$ cat src/flex_pack_pkg.sv
// Shared constants and carriers for the pack supply configuration block.
// Assumes a 32-bit AXI4-Lite master; every register is one 16-bit word.
package flex_pack_pkg;
    localparam int REG_W = 16;
    localparam int TRIM_WORDS = 11;
    // Byte addresses
    localparam logic [7:0] ADDR_PACK_SETUP = 8'h00;
    localparam logic [7:0] ADDR_ACQ_CTRL = 8'h04;
    localparam logic [7:0] ADDR_ROUTE_STATUS = 8'h08;
    localparam logic [7:0] ADDR_RESULT = 8'h0c;
    localparam logic [7:0] ADDR_PART_CODE = 8'h10;
    localparam logic [7:0] ADDR_SERIAL_LOW = 8'h14;
    localparam logic [7:0] ADDR_SERIAL_HIGH = 8'h18;
    localparam logic [7:0] ADDR_SAMPLE = 8'h1c;
    localparam logic [7:0] ADDR_TRIM_BASE = 8'h40;
    // Pack setup field positions
    localparam int PS_SEL_A_LSB = 0;
    localparam int PS_SEL_B_LSB = 4;
    localparam int PS_BLOCK_LSB = 8;
    localparam int PS_EN_A_BIT = 12;
    localparam int PS_EN_B_BIT = 13;
    // Acquisition control field positions
    localparam int AC_START_BIT = 0;
    localparam int AC_OVERSAMPLE_BIT = 1;
    localparam int AC_SINGLE_SCAN_BIT = 2;
    localparam int AC_CAL_VALID_BIT = 3;
    localparam int AC_OSR_LSB = 4;
    localparam int AC_CHEN_LSB = 8;
    localparam int NUM_CH = 8;
    // Selector codes
    localparam logic [3:0] SEL_OFF = 4'h0;
    localparam logic [3:0] SEL_UNSUP_MAX = 4'h7;
    localparam logic [3:0] SEL_BLOCK_PIN = 4'hf;
    localparam logic [15:0] PACK_SETUP_RST = 16'h3f00;
    // AXI responses
    localparam logic [1:0] RESP_OKAY = 2'b00;
    localparam logic [1:0] RESP_SLVERR = 2'b10;

    typedef struct packed {
        logic enable;
        logic [3:0] cellSel;
        logic [3:0] blockSel;
    } route_s;

    typedef struct packed {
        logic [11:0] code;
        logic valid;
    } conv_s;
endpackage

$ cat src/flex_pack_supply_config.sv
// Pack supply routing, identity and acquisition sequencing with AXI4-Lite.
// Assumes a synchronous conversion source on the same clock.
// Functional notes
// - Every software register is a sixteen-bit word.
// - Eleven trim words are read-only; writes never change them.
// - Trim checksum byte sits in the upper byte of the last trim word.
// - Two read-only words form the 32-bit serial; zero means invalid.
// - Serial is unique per kind and revision; together they identify parts.
// - Supply routing enable comes up asserted after power-on.
// - Top-cell codes 0..7 and F are unsupported and map to off.
// - Mismatched redundant enables or top-cell selectors apply power-on defaults.
// - Block tap connects only after selectors defined and enables asserted.
// - Block selector picks cell pin; F and 0..7 select the block pin.
// - Supply power-on reset returns routing enables to power-on state.
// - A conversion samples one channel into a 12-bit arithmetic register.
// - A scan converts every enabled channel in turn, skipping disabled ones.
// - A measurement cycle is two scans combined, or one scan in single-scan mode.
// - Oversampling sums measurements into 14 bits; otherwise one cycle.
// - Single-scan mode is allowed only with valid calibration.
module flex_pack_supply_config #(
    parameter logic [15:0] SERIAL_LOW = 16'h1234, // Arbitrary value
    parameter logic [15:0] SERIAL_HIGH = 16'h00a5, // Arbitrary value
    parameter logic [15:0] PART_CODE = 16'h0101, // Arbitrary value
    parameter logic [7:0] TRIM_CRC = 8'h5a, // Arbitrary value
    parameter logic [159:0] TRIM_LOW = '0
) (
    input wire logic clock,
    input wire logic nrst,
    input wire logic [7:0] s_axi_awaddr,
    input wire logic s_axi_awvalid,
    output logic s_axi_awready,
    input wire logic [31:0] s_axi_wdata,
    input wire logic [3:0] s_axi_wstrb,
    input wire logic s_axi_wvalid,
    output logic s_axi_wready,
    output logic [1:0] s_axi_bresp,
    output logic s_axi_bvalid,
    input wire logic s_axi_bready,
    input wire logic [7:0] s_axi_araddr,
    input wire logic s_axi_arvalid,
    output logic s_axi_arready,
    output logic [31:0] s_axi_rdata,
    output logic [1:0] s_axi_rresp,
    output logic s_axi_rvalid,
    input wire logic s_axi_rready,
    input wire logic [11:0] convCode,
    input wire logic convDone,
    output logic convStart,
    output logic [2:0] convChannel,
    output logic packRouteEnable,
    output logic [3:0] highestCellSelect,
    output logic [3:0] blockTapSelect,
    output logic blockTapConnect,
    output logic acqBusy
);
    localparam logic [175:0] TRIM_ALL = {TRIM_CRC, 8'h00, TRIM_LOW};

    logic [15:0] packSetup_r;
    logic [15:0] acqCtrl_r;
    flex_pack_pkg::route_s route_r;
    logic [7:0] awAddr_r, arAddr_r;
    logic awHeld_r, wHeld_r, arHeld_r, rPend_r;
    logic [31:0] wData_r;
    logic [3:0] wStrb_r;
    logic [15:0] trimData;
    logic [15:0] result_r;
    logic [15:0] sample_r;
    logic doWrite, singleOk;
    logic [15:0] wordNxt;

    assign doWrite = awHeld_r && wHeld_r && !s_axi_bvalid;
    assign wordNxt = {wStrb_r[1] ? wData_r[15:8] : packSetup_r[15:8],
                      wStrb_r[0] ? wData_r[7:0] : packSetup_r[7:0]};

    // Write address/data taken in either order, response after both
    always_ff @(posedge clock or negedge nrst)
    begin
        if (!nrst)
        begin
            awHeld_r <= 1'b0;
            wHeld_r <= 1'b0;
            awAddr_r <= 8'h00;
            wData_r <= 32'h0;
            wStrb_r <= 4'h0;
            s_axi_awready <= 1'b0;
            s_axi_wready <= 1'b0;
            s_axi_bvalid <= 1'b0;
            s_axi_bresp <= flex_pack_pkg::RESP_OKAY;
        end
        else
        begin
            s_axi_awready <= !awHeld_r && !s_axi_awready && s_axi_awvalid;
            s_axi_wready <= !wHeld_r && !s_axi_wready && s_axi_wvalid;
            if (s_axi_awvalid && s_axi_awready)
            begin
                awHeld_r <= 1'b1;
                awAddr_r <= s_axi_awaddr;
            end
            if (s_axi_wvalid && s_axi_wready)
            begin
                wHeld_r <= 1'b1;
                wData_r <= s_axi_wdata;
                wStrb_r <= s_axi_wstrb;
            end
            if (doWrite)
            begin
                awHeld_r <= 1'b0;
                wHeld_r <= 1'b0;
                s_axi_bvalid <= 1'b1;
                // Trim and identity words answer with an error
                s_axi_bresp <= (awAddr_r == flex_pack_pkg::ADDR_PACK_SETUP ||
                    awAddr_r == flex_pack_pkg::ADDR_ACQ_CTRL) ?
                    flex_pack_pkg::RESP_OKAY : flex_pack_pkg::RESP_SLVERR;
            end
            else if (s_axi_bvalid && s_axi_bready)
                s_axi_bvalid <= 1'b0;
        end
    end

    // Setup word; power-on reset loads 16'h3f00, writes force bits 15:14 low
    always_ff @(posedge clock or negedge nrst)
    begin
        if (!nrst)
            packSetup_r <= flex_pack_pkg::PACK_SETUP_RST;
        else if (doWrite && awAddr_r == flex_pack_pkg::ADDR_PACK_SETUP)
            packSetup_r <= {2'b00, wordNxt[13:0]};
    end

    function automatic logic [3:0] cellMap(input logic [3:0] code);
        if (code <= flex_pack_pkg::SEL_UNSUP_MAX ||
            code == flex_pack_pkg::SEL_BLOCK_PIN)
            cellMap = flex_pack_pkg::SEL_OFF;
        else
            cellMap = code;
    endfunction

    function automatic logic [3:0] blockMap(input logic [3:0] code);
        if (code <= flex_pack_pkg::SEL_UNSUP_MAX)
            blockMap = flex_pack_pkg::SEL_BLOCK_PIN;
        else
            blockMap = code;
    endfunction

    // Effective routing follows the setup word only when copies agree
    always_ff @(posedge clock or negedge nrst)
    begin
        if (!nrst)
        begin
            route_r.enable <= 1'b1;
            route_r.cellSel <= flex_pack_pkg::SEL_OFF;
            route_r.blockSel <= flex_pack_pkg::SEL_BLOCK_PIN;
        end
        else if (packSetup_r[flex_pack_pkg::PS_EN_A_BIT] !=
                 packSetup_r[flex_pack_pkg::PS_EN_B_BIT] ||
                 packSetup_r[flex_pack_pkg::PS_SEL_A_LSB +: 4] !=
                 packSetup_r[flex_pack_pkg::PS_SEL_B_LSB +: 4])
        begin
            route_r.enable <= 1'b1;
            route_r.cellSel <= flex_pack_pkg::SEL_OFF;
            route_r.blockSel <= flex_pack_pkg::SEL_BLOCK_PIN;
        end
        else
        begin
            route_r.enable <= packSetup_r[flex_pack_pkg::PS_EN_A_BIT];
            route_r.cellSel <= cellMap(
                packSetup_r[flex_pack_pkg::PS_SEL_A_LSB +: 4]);
            route_r.blockSel <= blockMap(
                packSetup_r[flex_pack_pkg::PS_BLOCK_LSB +: 4]);
        end
    end

    always_ff @(posedge clock or negedge nrst)
    begin
        if (!nrst)
        begin
            packRouteEnable <= 1'b1;
            highestCellSelect <= flex_pack_pkg::SEL_OFF;
            blockTapSelect <= flex_pack_pkg::SEL_BLOCK_PIN;
            blockTapConnect <= 1'b0;
        end
        else
        begin
            packRouteEnable <= route_r.enable;
            highestCellSelect <= route_r.cellSel;
            blockTapSelect <= route_r.blockSel;
            // Tap only when a real top cell is set and routing is on
            blockTapConnect <= route_r.enable &&
                route_r.cellSel != flex_pack_pkg::SEL_OFF &&
                route_r.blockSel != flex_pack_pkg::SEL_BLOCK_PIN;
        end
    end

    // Acquisition sequencer
    typedef enum logic [2:0] {IDLE, PICK, CONV, WAIT, NEXT} acq_e;
    acq_e state_r;
    logic [2:0] ch_r;
    logic scan_r;
    logic [7:0] meas_r;
    logic [19:0] acc_r;
    logic [15:0] ctl;
    logic [15:0] acqCtrl_nxt;
    logic startReq;

    assign ctl = acqCtrl_r;
    // Own merge: unstrobed lanes must keep this word, not the setup word
    assign acqCtrl_nxt = {wStrb_r[1] ? wData_r[15:8] : acqCtrl_r[15:8],
                          wStrb_r[0] ? wData_r[7:0] : acqCtrl_r[7:0]};
    assign singleOk = ctl[flex_pack_pkg::AC_SINGLE_SCAN_BIT] &&
                      ctl[flex_pack_pkg::AC_CAL_VALID_BIT];
    assign startReq = doWrite && awAddr_r == flex_pack_pkg::ADDR_ACQ_CTRL &&
                      wStrb_r[0] && wData_r[flex_pack_pkg::AC_START_BIT];

    always_ff @(posedge clock or negedge nrst)
    begin
        if (!nrst)
            acqCtrl_r <= 16'h0000;
        else if (doWrite && awAddr_r == flex_pack_pkg::ADDR_ACQ_CTRL &&
                 state_r == IDLE)
            acqCtrl_r <= {acqCtrl_nxt[15:1], 1'b0};
    end

    always_ff @(posedge clock or negedge nrst)
    begin
        if (!nrst)
        begin
            state_r <= IDLE;
            ch_r <= 3'd0;
            scan_r <= 1'b0;
            meas_r <= 8'h00;
            acc_r <= 20'h0;
            convStart <= 1'b0;
            convChannel <= 3'd0;
            acqBusy <= 1'b0;
            result_r <= 16'h0000;
            sample_r <= 16'h0000;
        end
        else
        begin
            convStart <= 1'b0;
            unique case (state_r)
                IDLE:
                    // Enables of the word being written, not the old one
                    if (startReq &&
                        acqCtrl_nxt[flex_pack_pkg::AC_CHEN_LSB +: 8] != 8'h00)
                    begin
                        state_r <= PICK;
                        ch_r <= 3'd0;
                        scan_r <= 1'b0;
                        meas_r <= 8'h00;
                        acc_r <= 20'h0;
                        acqBusy <= 1'b1;
                    end
                PICK:
                    if (ctl[flex_pack_pkg::AC_CHEN_LSB + int'(ch_r)])
                        state_r <= CONV;
                    else
                        state_r <= NEXT;
                CONV:
                begin
                    convStart <= 1'b1;
                    convChannel <= ch_r;
                    state_r <= WAIT;
                end
                WAIT:
                    if (convDone)
                    begin
                        result_r <= {4'h0, convCode};
                        acc_r <= acc_r + 20'(convCode);
                        state_r <= NEXT;
                    end
                NEXT:
                    if (ch_r != 3'(flex_pack_pkg::NUM_CH - 1))
                    begin
                        ch_r <= ch_r + 3'd1;
                        state_r <= PICK;
                    end
                    else if (!scan_r && !singleOk)
                    begin
                        scan_r <= 1'b1;
                        ch_r <= 3'd0;
                        state_r <= PICK;
                    end
                    else if (ctl[flex_pack_pkg::AC_OVERSAMPLE_BIT] &&
                             meas_r[3:0] != ctl[flex_pack_pkg::AC_OSR_LSB +: 4])
                    begin
                        meas_r <= meas_r + 8'h01;
                        scan_r <= 1'b0;
                        ch_r <= 3'd0;
                        state_r <= PICK;
                    end
                    else
                    begin
                        // Running sum cut to its low 14 bits, left aligned
                        sample_r <= {acc_r[13:0], 2'b00};
                        acqBusy <= 1'b0;
                        state_r <= IDLE;
                    end
            endcase
        end
    end

    trim_rom #(.WORDS(flex_pack_pkg::TRIM_WORDS), .CONTENTS(TRIM_ALL)) u_trim (
        .clock(clock),
        .nrst(nrst),
        .index(4'(s_axi_araddr[5:2])),
        .data(trimData)
    );

    // Read channel: answer one cycle after the address is taken
    always_ff @(posedge clock or negedge nrst)
    begin
        if (!nrst)
        begin
            s_axi_arready <= 1'b0;
            arHeld_r <= 1'b0;
            rPend_r <= 1'b0;
            arAddr_r <= 8'h00;
            s_axi_rvalid <= 1'b0;
            s_axi_rdata <= 32'h0;
            s_axi_rresp <= flex_pack_pkg::RESP_OKAY;
        end
        else
        begin
            s_axi_arready <= !arHeld_r && !s_axi_arready && s_axi_arvalid &&
                             !s_axi_rvalid;
            rPend_r <= 1'b0;
            if (s_axi_arvalid && s_axi_arready)
            begin
                arHeld_r <= 1'b1;
                arAddr_r <= s_axi_araddr;
                rPend_r <= 1'b1;
            end
            if (rPend_r)
            begin
                s_axi_rvalid <= 1'b1;
                s_axi_rresp <= flex_pack_pkg::RESP_OKAY;
                if (arAddr_r >= flex_pack_pkg::ADDR_TRIM_BASE &&
                    arAddr_r < flex_pack_pkg::ADDR_TRIM_BASE + 8'd44)
                    s_axi_rdata <= {16'h0, trimData};
                else
                    unique case (arAddr_r)
                        flex_pack_pkg::ADDR_PACK_SETUP:
                            s_axi_rdata <= {16'h0, packSetup_r};
                        flex_pack_pkg::ADDR_ACQ_CTRL:
                            s_axi_rdata <= {16'h0, acqCtrl_r};
                        flex_pack_pkg::ADDR_ROUTE_STATUS:
                            s_axi_rdata <= {21'h0, acqBusy, blockTapConnect,
                                route_r.enable, route_r.blockSel,
                                route_r.cellSel};
                        flex_pack_pkg::ADDR_RESULT:
                            s_axi_rdata <= {16'h0, result_r};
                        flex_pack_pkg::ADDR_PART_CODE:
                            s_axi_rdata <= {16'h0, PART_CODE};
                        flex_pack_pkg::ADDR_SERIAL_LOW:
                            s_axi_rdata <= {16'h0, SERIAL_LOW};
                        flex_pack_pkg::ADDR_SERIAL_HIGH:
                            s_axi_rdata <= {16'h0, SERIAL_HIGH};
                        flex_pack_pkg::ADDR_SAMPLE:
                            s_axi_rdata <= {16'h0, sample_r};
                        default:
                        begin
                            s_axi_rdata <= 32'h0;
                            s_axi_rresp <= flex_pack_pkg::RESP_SLVERR;
                        end
                    endcase
            end
            else if (s_axi_rvalid && s_axi_rready)
            begin
                s_axi_rvalid <= 1'b0;
                arHeld_r <= 1'b0;
            end
        end
    end

    a_mismatch_default: assert property (@(posedge clock) disable iff (!nrst)
        (packSetup_r[12] != packSetup_r[13]) |=> route_r.enable &&
        route_r.cellSel == 4'h0) else $error("mismatch not defaulted");
    a_cell_unsup_off: assert property (@(posedge clock) disable iff (!nrst)
        route_r.cellSel != 4'hf && !(route_r.cellSel inside {[4'h1:4'h7]}))
        else $error("unsupported top cell code");
    a_block_unsup: assert property (@(posedge clock) disable iff (!nrst)
        !(route_r.blockSel inside {[4'h0:4'h7]}))
        else $error("unsupported block code");
    a_tap_needs_route: assert property (@(posedge clock) disable iff (!nrst)
        blockTapConnect |-> $past(route_r.enable) && $past(route_r.cellSel) != 0)
        else $error("tap without route");
    a_agree_update: assert property (@(posedge clock) disable iff (!nrst)
        (packSetup_r[12] == packSetup_r[13] &&
         packSetup_r[3:0] == packSetup_r[7:4]) |=>
        route_r.enable == $past(packSetup_r[12]))
        else $error("agreed copy not applied");
    a_conv_result: assert property (@(posedge clock) disable iff (!nrst)
        (state_r == WAIT && convDone) |=> result_r == {4'h0, $past(convCode)})
        else $error("result not stored");
    a_skip_disabled: assert property (@(posedge clock) disable iff (!nrst)
        convStart |-> ctl[8 + int'(convChannel)])
        else $error("disabled channel converted");
    a_trim_ro: assert property (@(posedge clock) disable iff (!nrst)
        (doWrite && awAddr_r >= 8'h10) |=> s_axi_bresp == 2'b10)
        else $error("read-only write accepted");
    a_reg_width: assert property (@(posedge clock) disable iff (!nrst)
        s_axi_rvalid |-> s_axi_rdata[31:16] == 16'h0)
        else $error("upper bits set");
    a_single_cal: assert property (@(posedge clock) disable iff (!nrst)
        (state_r == NEXT && ch_r == 3'd7 && !scan_r && !singleOk) |=>
        scan_r) else $error("second scan skipped");

    c_acq_done: cover property (@(posedge clock) $fell(acqBusy));
    c_tap_on: cover property (@(posedge clock) $rose(blockTapConnect));
    c_mismatch: cover property (@(posedge clock) packSetup_r[12] !=
        packSetup_r[13]);
    c_oversample: cover property (@(posedge clock) meas_r == 8'h02);
endmodule

$ cat src/trim_rom.sv
// Read-only trim word bank with a registered read port.
// Contents are fixed by parameter; no write path exists at all.
module trim_rom #(
    parameter int WORDS = 11,
    parameter logic [WORDS*16-1:0] CONTENTS = '0
) (
    input wire logic clock,
    input wire logic nrst,
    input wire logic [3:0] index,
    output logic [15:0] data
);
    always_ff @(posedge clock or negedge nrst)
    begin
        if (!nrst)
            data <= 16'h0000;
        else if (int'(index) < WORDS)
            data <= CONTENTS[index*16 +: 16];
        else
            data <= 16'h0000;
    end
endmodule

$ cat config.mk
export PLATFORM = sky130hd
export DESIGN_NAME = flex_pack_supply_config
export DESIGN_NICKNAME = d
export VERILOG_FILES = /design/src/flex_pack_pkg.sv /design/src/flex_pack_supply_config.sv /design/src/trim_rom.sv
export SDC_FILE = /design/constraint.sdc
export NUM_CORES = 1
export LEC_CHECK = 0
export BUFFER_PORTS_ARGS = -buffer_cell sky130_fd_sc_hd__buf_2
export CAP_MARGIN = 10
export CORE_MARGIN = 1.5
export CORE_UTILIZATION = 40
export DETAILED_ROUTE_END_ITERATION = 12
export GPL_TIMING_DRIVEN = 0
export PLACE_DENSITY = 0.73
export SYNTH_ARGS = -nofsm -noshare
export SYNTH_HDL_FRONTEND = slang
export SYNTH_SLANG_ARGS = --single-unit
export TNS_END_PERCENT = 1
$ cat constraint.sdc
create_clock -name clock -period 2.1 [get_ports clock]
set_input_delay 0.42 -clock clock [delete_from_list [all_inputs] [get_ports clock]]
set_output_delay 0.42 -clock clock [all_outputs]
set_load 0.1 [all_outputs]
==> reports/metrics.yaml, run 1 <==
synthesis:
  ys_seq_area_share_pct: 54.6
  synthArstFlopShare_pct: 100
  ys.warnings.count: 0
  synth.area.top_cells: "dfrtp_1 49%, mux2_2 11%, dfstp_2 5.5%"
  yosysTopAreaCell: "dfrtp_1"
  avgSynthCellArea_sq_um: 11.6
  synth_edf_count: 0
  synth_cell_types: 68
  ys.flop_type: "dfrtp_1"
  synth.ff_latch_count: 166
  netlist.area_leader.share_pct: 49.1
  synth_area_sq_um: 7640
  synth_cells: 658
power_and_ir_drop:
  power_leakage_nw: 4.52
  peakVddDrop_uv: 556
  p_per_area_nw_per_um2: 1130
cts:
  clk_pin_slew_worst_paths_ns: 0.07
  clock_latency_ns: 0.43
  clkSinkCount: 166
  cts_tree: "built"
  clock_path_buffers: 2
  cts_buffers: 17
  cts_htree_levels: 4
  root_buffer: "clkbuf_16"
sta:
  max_freq_ghz: 0.462
  finalWorstSetupSlack_ns: -0.0650
  worst_pin_slew_ns: 0.610
  finalCritPeriodShare_pct: 103
  drv_slew: 0
  rsz0062_at_grt: "true"
  finClkSkew_ns: 0.0107
  slew_headroom_pct: 59.3
  finalSetupTns_ns: -0.198
  final_hold_viol_count: 0
  period_needed_ns: 2.17
  setup_viol: 9
worst_setup_path:
  cp.arrival_ns: 2.46
  cp.buffers_inverters: 0
  ff2ff_setup_slack_ns: -0.07
  r2r_cells: 8
  crit_cells: 8
  path_class: "register to register"
  end_kind: "register"
  cp_max_fo: 3
  r2r-end: "acc_r[8]$_DFFE_PN0P_"
  r2r-start: "acc_r[0]$_DFFE_PN0P_"
  startpoint_type: "register"
  path_cells: "ha_4 -> fa_2 -> a211o_1 -> a21o_1 -> a31o_2 -> a21oi_2 -> xor2_1 -> o21ai_0"
  cp_top_family: "compound AO/OA/AOI/OAI gates"
  cp_slowest_stage_delay_ns: 0.41
  critPathSlowestCell: "dfrtp_1"
  worstPathRequired_ns: 2.39
routing:
  drc: 0
  dr.pass1.iters: 5
  routed_wl_um: 18600
  viasPerCell: 5.38
  wl_per_cell_um: 18.0
  routed-via-count: 5578
  first_iter_violations: 453
  antenna_left: 0
placed_design:
  hpwl_um: 13800
  gp_congestion: 0.920
  dp_cells: 1001
  port_buffers: 91
finish:
  mostFrequentLayoutCell: "dfrtp_1"
  insertedDiodeCount: 0
  final_cells: 1037
  layout_common_cells: "148 x dfrtp_1, 92 x buf_2, 75 x mux2_2"
  drive_above_1_share_pct: 35.1
  syn2layout_area_growth_pct: 21.5
  nets: 878
global_route:
  grt_pass1_vias: 5551
  grt_pass1_wl_um: 29900
  antenna_found_initial: 0
  grt_remaining_overflow: 0
  grt_usage_pct: 19.5
  grt_max_degree: 118
outcome:
  violations: "negative setup slack"
  status: "complete, but fails checks"
min_path:
  holdPathEnd: "u_trim.data[14]$_DFF_PN0_"
  hp-class: "input pin to register"
  min_from: "s_axi_araddr[2]"
  hold-path-cell-count: 2
die:
  io-pin-count: 128
  num_rows: 50
  coreArea_sq_um: 18700
  dieArea_sq_um: 19900
  die_w_um: 141
  die_h_um: 141
  initial_core_util_pct: 40.8
job:
  cap_viol_max_count: 0
-- kinds of logic after synthesis --
kind of cell | Yosys count | synth area share, %
AO/OA/AOI/OAI | 144 | 12.3
XOR/XNOR | 19 | 2.18
adder cells (fa/ha/maj) | 16 | 2.72
buffers and inverters | 55 | 3.72
flip-flops | 166 | 54.6
multiplexers | 90 | 13.7
other | 2 | 0.0983
AND/OR/NAND/NOR | 166 | 10.6
-- power breakdown --
part | internal, mW | leakage, nW | switching, mW | total (mW)
logic | 0.848 | 2.10 | 2.11 | 2.96
clock network | 1.91 | 0.290 | 1.31 | 3.22
registers | 3.77 | 2.13 | 0.504 | 4.28
total | 6.53 | 4.52 | 3.93 | 10.5
-- worst max path at each step --
stage | to | slack, ns | startpoint
detailed placement | acc_r[10]$_DFFE_PN0P_ | -0.34 | convCode[0]
finish | acc_r[8]$_DFFE_PN0P_ | -0.07 | acc_r[0]$_DFFE_PN0P_
global route | acc_r[12]$_DFFE_PN0P_ | -0.17 | acc_r[0]$_DFFE_PN0P_
global placement | s_axi_bvalid$_DFFE_PN0P_ | -2.15 | nrst
floorplan | acc_r[8]$_DFFE_PN0P_ | -0.03 | convCode[0]
CTS | acc_r[8]$_DFFE_PN0P_ | -0.1 | acc_r[0]$_DFFE_PN0P_
-- synth_stat cells, types with 3 or more instances --
| cell | n |
|---|---|
| mux2i_1 | 7 |
| o211ai_1 | 3 |
| a31oi_1 | 5 |
| buf_1 | 3 |
| o21ai_0 | 33 |
| a221oi_1 | 5 |
| a21oi_1 | 33 |
| nor2_1 | 30 |
| nor2b_1 | 6 |
| and3_1 | 4 |
| a21o_1 | 12 |
| ha_1 | 15 |
| and2_1 | 4 |
| o22ai_1 | 5 |
| nand3_1 | 14 |
| xnor2_1 | 5 |
| dfstp_2 | 16 |
| o2bb2ai_1 | 5 |
| xor2_1 | 14 |
| inv_1 | 15 |
| clkbuf_1 | 16 |
| a211oi_1 | 3 |
| mux2_2 | 75 |
| nor4_1 | 4 |
| nor3_1 | 8 |
| nand2_1 | 69 |
| a22oi_1 | 14 |
| a22o_1 | 4 |
| nand2b_1 | 4 |
| or2_2 | 4 |
| nor3b_1 | 3 |
| buf_4 | 18 |
| mux2_4 | 6 |
| o21ai_1 | 4 |
| dfrtp_1 | 150 |
-- sequential cells by signal, summed over array words and instances, names as in the netlist, 2 cells and up --
| register | count |
|---|---|
| acc_r | 14 |
| acqCtrl_r | 15 |
| arAddr_r | 8 |
| awAddr_r | 8 |
| blockTapSelect | 4 |
| ch_r | 3 |
| convChannel | 3 |
| highestCellSelect | 4 |
| meas_r | 4 |
| packSetup_r | 14 |
| result_r | 12 |
| route_r | 9 |
| s_axi_rdata | 16 |
| sample_r | 14 |
| state_r | 3 |
| wData_r | 16 |
| wStrb_r | 2 |
-- final cells by class --
type | instances | area [sq um]
Buffer | 40 | 239
Clock buffer | 18 | 439
Clock inverter | 14 | 176
Fill cell | 1638 | 9430
Inverter | 15 | 56.3
Multi-Input combinational cell | 454 | 3370
Sequential cell | 166 | 4180
Tap cell | 234 | 293
Timing Repair Buffer | 96 | 529
-- layer usage --
metal	wire length (um)	vias up	GRT usage, %
met1	8270	2762	25.9
li1	-	2600	-
met4	623	0	9.10
met2	8740	174	30.7
met3	1010	42	4.04
met5	0	-	0
-- per-stage QoR --
step / area (sq um) / setup WS (ns) / hold WS, ns / total power, mW / util [%]
global route: 9280 / -0.167 / 0.173 / 10.9 / 49.6
CTS: 9220 / -0.0961 / 0.158 / 10.5 / 49.3
detailed placement: 8510 / -0.336 / 0.353 / 7.17 / 45.5
global placement: 8470 / -2.15 / 0.376 / 7.09 / 45.3
floorplan: 7730 / -0.0324 / 0.124 / 6.42 / -
finish: 9280 / -0.0650 / 0.173 / 10.5 / 49.6
-- timing repair --
| item | 4_1_cts | 5_1_grt |
|---|---|---|
| resized for setup | 16 | 18 |
| setup buffers | 2 | 1 |
| endpoints found under the setup margin | 33 | 59 |
| pin swaps | 3 | 7 |
| hold buffers | 1 | 0 |
| endpoints found under the hold margin | 49 | 0 |
(Power assumes the default switching activity.)
==> inputs of run 2 (changes only) <==
- PLACE_DENSITY: 0.73 -> 0.71
- SKIP_CTS_REPAIR_TIMING: not set -> 1
- clock period: 2.1 -> 2.7 ns (I/O delays scaled with it)
==> reports/metrics.yaml, run 2 (same netlist as run 1, synthesis figures left out) <==
worst_setup_path:
  ff2ff_setup_slack_ns: 0.29
  path_class: "register to register"
  startpoint_type: "register"
  r2r_cells: 7
  end_kind: "register"
  r2r-start: "acqCtrl_r[9]$_DFFE_PN0P_"
  cp.arrival_ns: 2.76
  worstPathRequired_ns: 3.05
  cp_max_fo: 10
  r2r-end: "acc_r[2]$_DFFE_PN0P_"
routing:
  routed-via-count: 5518
  first_iter_violations: 322
  routed_wl_um: 17900
  dr.pass1.iters: 5
  antenna_left: 0
  drc: 0
  wl_per_cell_um: 17.3
  viasPerCell: 5.34
placed_design:
  port_buffers: 91
  gp_congestion: 0.892
  hpwl_um: 13200
  dp_slack_ns: 0.0136
  place_area_sq_um: 8490
sta:
  finalWorstSetupSlack_ns: 0.294
  slew_headroom_pct: 47.9
  drv_slew: 0
  finalCritPeriodShare_pct: 89.1
  worst_pin_slew_ns: 0.775
  finClkSkew_ns: 0.00980
  max_freq_ghz: 0.416
  finalSetupTns_ns: 0
  period_needed_ns: 2.41
  rsz0062_at_grt: "false"
  setup_viol: 0
  final_hold_viol_count: 0
  holdWs_ns: 0.00463
die:
  coreArea_sq_um: 18700
  initial_core_util_pct: 40.8
  io-pin-count: 128
  num_rows: 50
  dieArea_sq_um: 19900
  die_w_um: 141
  die_h_um: 141
cts:
  clkSinkCount: 166
  cts_buffers: 17
  clk_pin_slew_worst_paths_ns: 0.07
  cts_htree_levels: 4
  root_buffer: "clkbuf_16"
  clock_path_buffers: 2
  clock_latency_ns: 0.43
  cts_tree: "built"
finish:
  drive_above_1_share_pct: 31.8
  final_area_sq_um: 9090
  multi_input_comb_area_sq_um: 3260
  insertedDiodeCount: 0
  regArea_sq_um: 4170
  syn2layout_area_growth_pct: 19.0
  layout_common_cells: "150 x dfrtp_1, 92 x buf_2, 75 x mux2_2"
  nets: 874
  num-fill-cells: 1722
  mostFrequentLayoutCell: "dfrtp_1"
  largestRegisters: "s_axi_rdata (16), wData_r (16), acqCtrl_r (15)"
power_and_ir_drop:
  total_power_mw: 7.95
  power_leakage_nw: 4.46
  peakVddDrop_uv: 493
  p_per_area_nw_per_um2: 875
min_path:
  hp-class: "input pin to async pin"
global_route:
  grt_remaining_overflow: 0
  grt_pass1_wl_um: 28800
  grt_max_degree: 115
  grt_usage_pct: 19.0
  antenna_found_initial: 0
  grt_pass1_vias: 5245
outcome:
  status: "complete, no violations"
job:
  cap_viol_max_count: 0
-- run 2: stage by stage --
stage / cells / util, %
after global placement: 1000 / 45.2
after global routing: 1033 / 48.6
after floorplan: 675 / -
after CTS: 1033 / 48.5
final: 1033 / 48.6
after detailed placement: 1001 / 45.4
-- run 2: critical path: stages (launching register included) --
cell,delay [ns]
dfrtp_1,0.44
or4_1,0.52
o2bb2ai_1,0.36
a2111oi_4,0.20
nor2_1,0.31
buf_2,0.32
nand2_1,0.09
o21ai_0,0.08
-- run 2: where the power goes --
group          switching (mW)  leakage, nW  internal [mW]
Sequential              0.350         2.13           2.93
Combinational            1.60         2.05          0.628
Clock                    1.06        0.286           1.38
Total                    3.01         4.46           4.94
-- run 2: area by class of cell --
cell class                      instances  area share [%]
Timing Repair Buffer                   92            5.42
Tap cell                              234            3.22
Clock inverter                         15            1.80
Buffer                                 40            2.50
Clock buffer                           17            4.68
Sequential cell                       166            45.9
Multi-Input combinational cell        454            35.8
Inverter                               15           0.619
-- run 2: worst max path at each step --
stage / start / endpoint / slack (ns) / cells past startpoint
global placement: nrst / awAddr_r[3]$_DFFE_PN0P_ / -1.46 / 1
CTS: state_r[1]$_DFFE_PN0P_ / acc_r[2]$_DFFE_PN0P_ / 0.007 / 8
global route: acc_r[0]$_DFFE_PN0P_ / acc_r[10]$_DFFE_PN0P_ / 0.13 / 7
detailed placement: state_r[1]$_DFFE_PN0P_ / acc_r[2]$_DFFE_PN0P_ / 0.01 / 8
floorplan: convCode[0] / acc_r[8]$_DFFE_PN0P_ / 0.34 / 8
finish: acqCtrl_r[9]$_DFFE_PN0P_ / acc_r[2]$_DFFE_PN0P_ / 0.29 / 7
-- run 2: metal layers --
layer	wire length (um)	vias up	global-route usage, %
met1	8150	2706	26.1
met5	0	-	0
li1	-	2595	-
met2	8270	177	29.3
met3	980	40	3.80
met4	505	0	8.33
==> inputs of run 3 (changes only) <==
- SETUP_SLACK_MARGIN: not set -> 0.4
==> reports/metrics.yaml, run 3 (same netlist as run 1, synthesis figures left out) <==
outcome:
  status: "complete, no violations"
sta:
  period_needed_ns: 2.32
  final_hold_viol_count: 0
  max_freq_ghz: 0.431
  setup_viol: 0
  finalWorstSetupSlack_ns: 0.380
  finalCritPeriodShare_pct: 85.9
  finClkSkew_ns: 0.0130
  slew_headroom_pct: 54.5
  worst_pin_slew_ns: 0.681
  rsz0062_at_grt: "true"
  drv_slew: 0
worst_setup_path:
  path_cells: "ha_2 -> fa_2 -> a211o_1 -> a21o_1 -> a31o_2 -> a21oi_2 -> xor2_1 -> o21ai_1"
  cp_max_fo: 3
  path_class: "register to register"
  r2r-end: "acc_r[8]$_DFFE_PN0P_"
  crit_cells: 8
  crit_path_end: "acc_r[8]$_DFFE_PN0P_"
  critPathSlowestCell: "dfrtp_1"
  startpoint: "acc_r[0]$_DFFE_PN0P_"
  end_kind: "register"
  cp.arrival_ns: 2.61
  cp.buffers_inverters: 0
  r2r_cells: 8
  cp_slowest_stage_delay_ns: 0.41
  worstPathRequired_ns: 2.99
  startpoint_type: "register"
  ff2ff_setup_slack_ns: 0.38
  cp_top_family: "compound AO/OA/AOI/OAI gates"
  r2r-start: "acc_r[0]$_DFFE_PN0P_"
placed_design:
  place_area_sq_um: 8490
  gp_congestion: 0.895
  dp_slack_ns: -0.00152
  hpwl_um: 13200
  port_buffers: 91
finish:
  drive_above_1_share_pct: 33.4
  num-fill-cells: 1674
  layout_common_cells: "150 x dfrtp_1, 92 x buf_2, 75 x mux2_2"
  nets: 878
  fin_util_pct: 49.1
  insertedDiodeCount: 0
  final_area_sq_um: 9190
  largestRegisters: "s_axi_rdata (16), wData_r (16), acqCtrl_r (15)"
  mostFrequentLayoutCell: "dfrtp_1"
  syn2layout_area_growth_pct: 20.2
die:
  die_h_um: 141
  io-pin-count: 128
  die_w_um: 141
  num_rows: 50
  initial_core_util_pct: 40.8
  coreArea_sq_um: 18700
  dieArea_sq_um: 19900
power_and_ir_drop:
  peakVddDrop_uv: 579
  power_leakage_nw: 4.49
  p_per_area_nw_per_um2: 873
cts:
  clk_pin_slew_worst_paths_ns: 0.07
  clock_latency_ns: 0.43
  cts_tree: "built"
  cts_htree_levels: 4
  clock_path_buffers: 2
  root_buffer: "clkbuf_16"
  cts_buffers: 17
  clkSinkCount: 166
routing:
  drc: 0
  wl_per_cell_um: 17.6
  first_iter_violations: 404
  antenna_left: 0
  viasPerCell: 5.34
  routed_wl_um: 18200
  routed-via-count: 5537
  dr.pass1.iters: 6
global_route:
  grt_max_degree: 109
  grt_pass1_vias: 5416
  grt_pass1_wl_um: 28900
  antenna_found_initial: 0
  grt_usage_pct: 19.0
  grt_remaining_overflow: 0
job:
  cap_viol_max_count: 0
min_path:
  hp-class: "input pin to async pin"
-- run 3: worst min path at each step --
stage | startpoint | to | depth (start not counted)
after floorplan | nrst | acc_r[0]$_DFFE_PN0P_ | 0
after global placement | route_r[3]$_DFF_PN1_ | blockTapSelect[3]$_DFF_PN1_ | 0
after detailed placement | route_r[3]$_DFF_PN1_ | blockTapSelect[3]$_DFF_PN1_ | 0
after CTS | nrst | acc_r[3]$_DFFE_PN0P_ | 1
after global routing | nrst | acc_r[3]$_DFFE_PN0P_ | 1
final | nrst | acc_r[3]$_DFFE_PN0P_ | 1
-- run 3: routing by layer --
metal | share of wire, % | wire length, um | track usage (%) | vias to the layer above
li1 | - | - | - | 2597
met1 | 44 | 8090 | 25.6 | 2718
met2 | 47 | 8500 | 29.5 | 194
met3 | 6.8 | 1230 | 4.62 | 28
met4 | 2.0 | 371 | 7.89 | 0
met5 | 0 | 0 | 0 | -
-- run 3: worst reg2reg max path, cell delays in order (launching register included) --
cell     delay [ns]
dfrtp_1        0.41
ha_2           0.21
fa_2           0.41
a211o_1        0.33
a21o_1         0.18
a31o_2         0.25
a21oi_2        0.15
xor2_1         0.17
o21ai_1        0.07
-- run 3: layout make-up --
class	instances	area, sq um	share of cell area (%)
inverter	15	56.3	0.613
clock inverter	13	145	1.58
timing repair buffer	96	523	5.69
multi-input combinational	454	3310	36.1
clock buffer	19	453	4.93
buffer	40	229	2.49
tap	234	293	3.19
sequential	166	4170	45.4
-- run 3: report_power, final --
part	internal [mW]	total, mW	switching [mW]
logic	0.648	2.28	1.63
registers	2.93	3.28	0.352
clock network	1.42	2.45	1.03
total	5.00	8.01	3.01
-- run 3: metrics by stage --
| stage | instances | power, mW | hold WS [ns] | setup TNS (ns) |
|---|---|---|---|---|
| floorplan | 675 | 4.98 | 0.244 | 0 |
| global placement | 1000 | 5.50 | 0.371 | -224.65 |
| detailed placement | 1001 | 5.55 | 0.370 | -0.00152 |
| CTS | 1033 | 8.02 | 0.0267 | 0 |
| global route | 1037 | 8.38 | 0.0655 | 0 |
| finish | 1037 | 8.01 | 0.0278 | 0 |
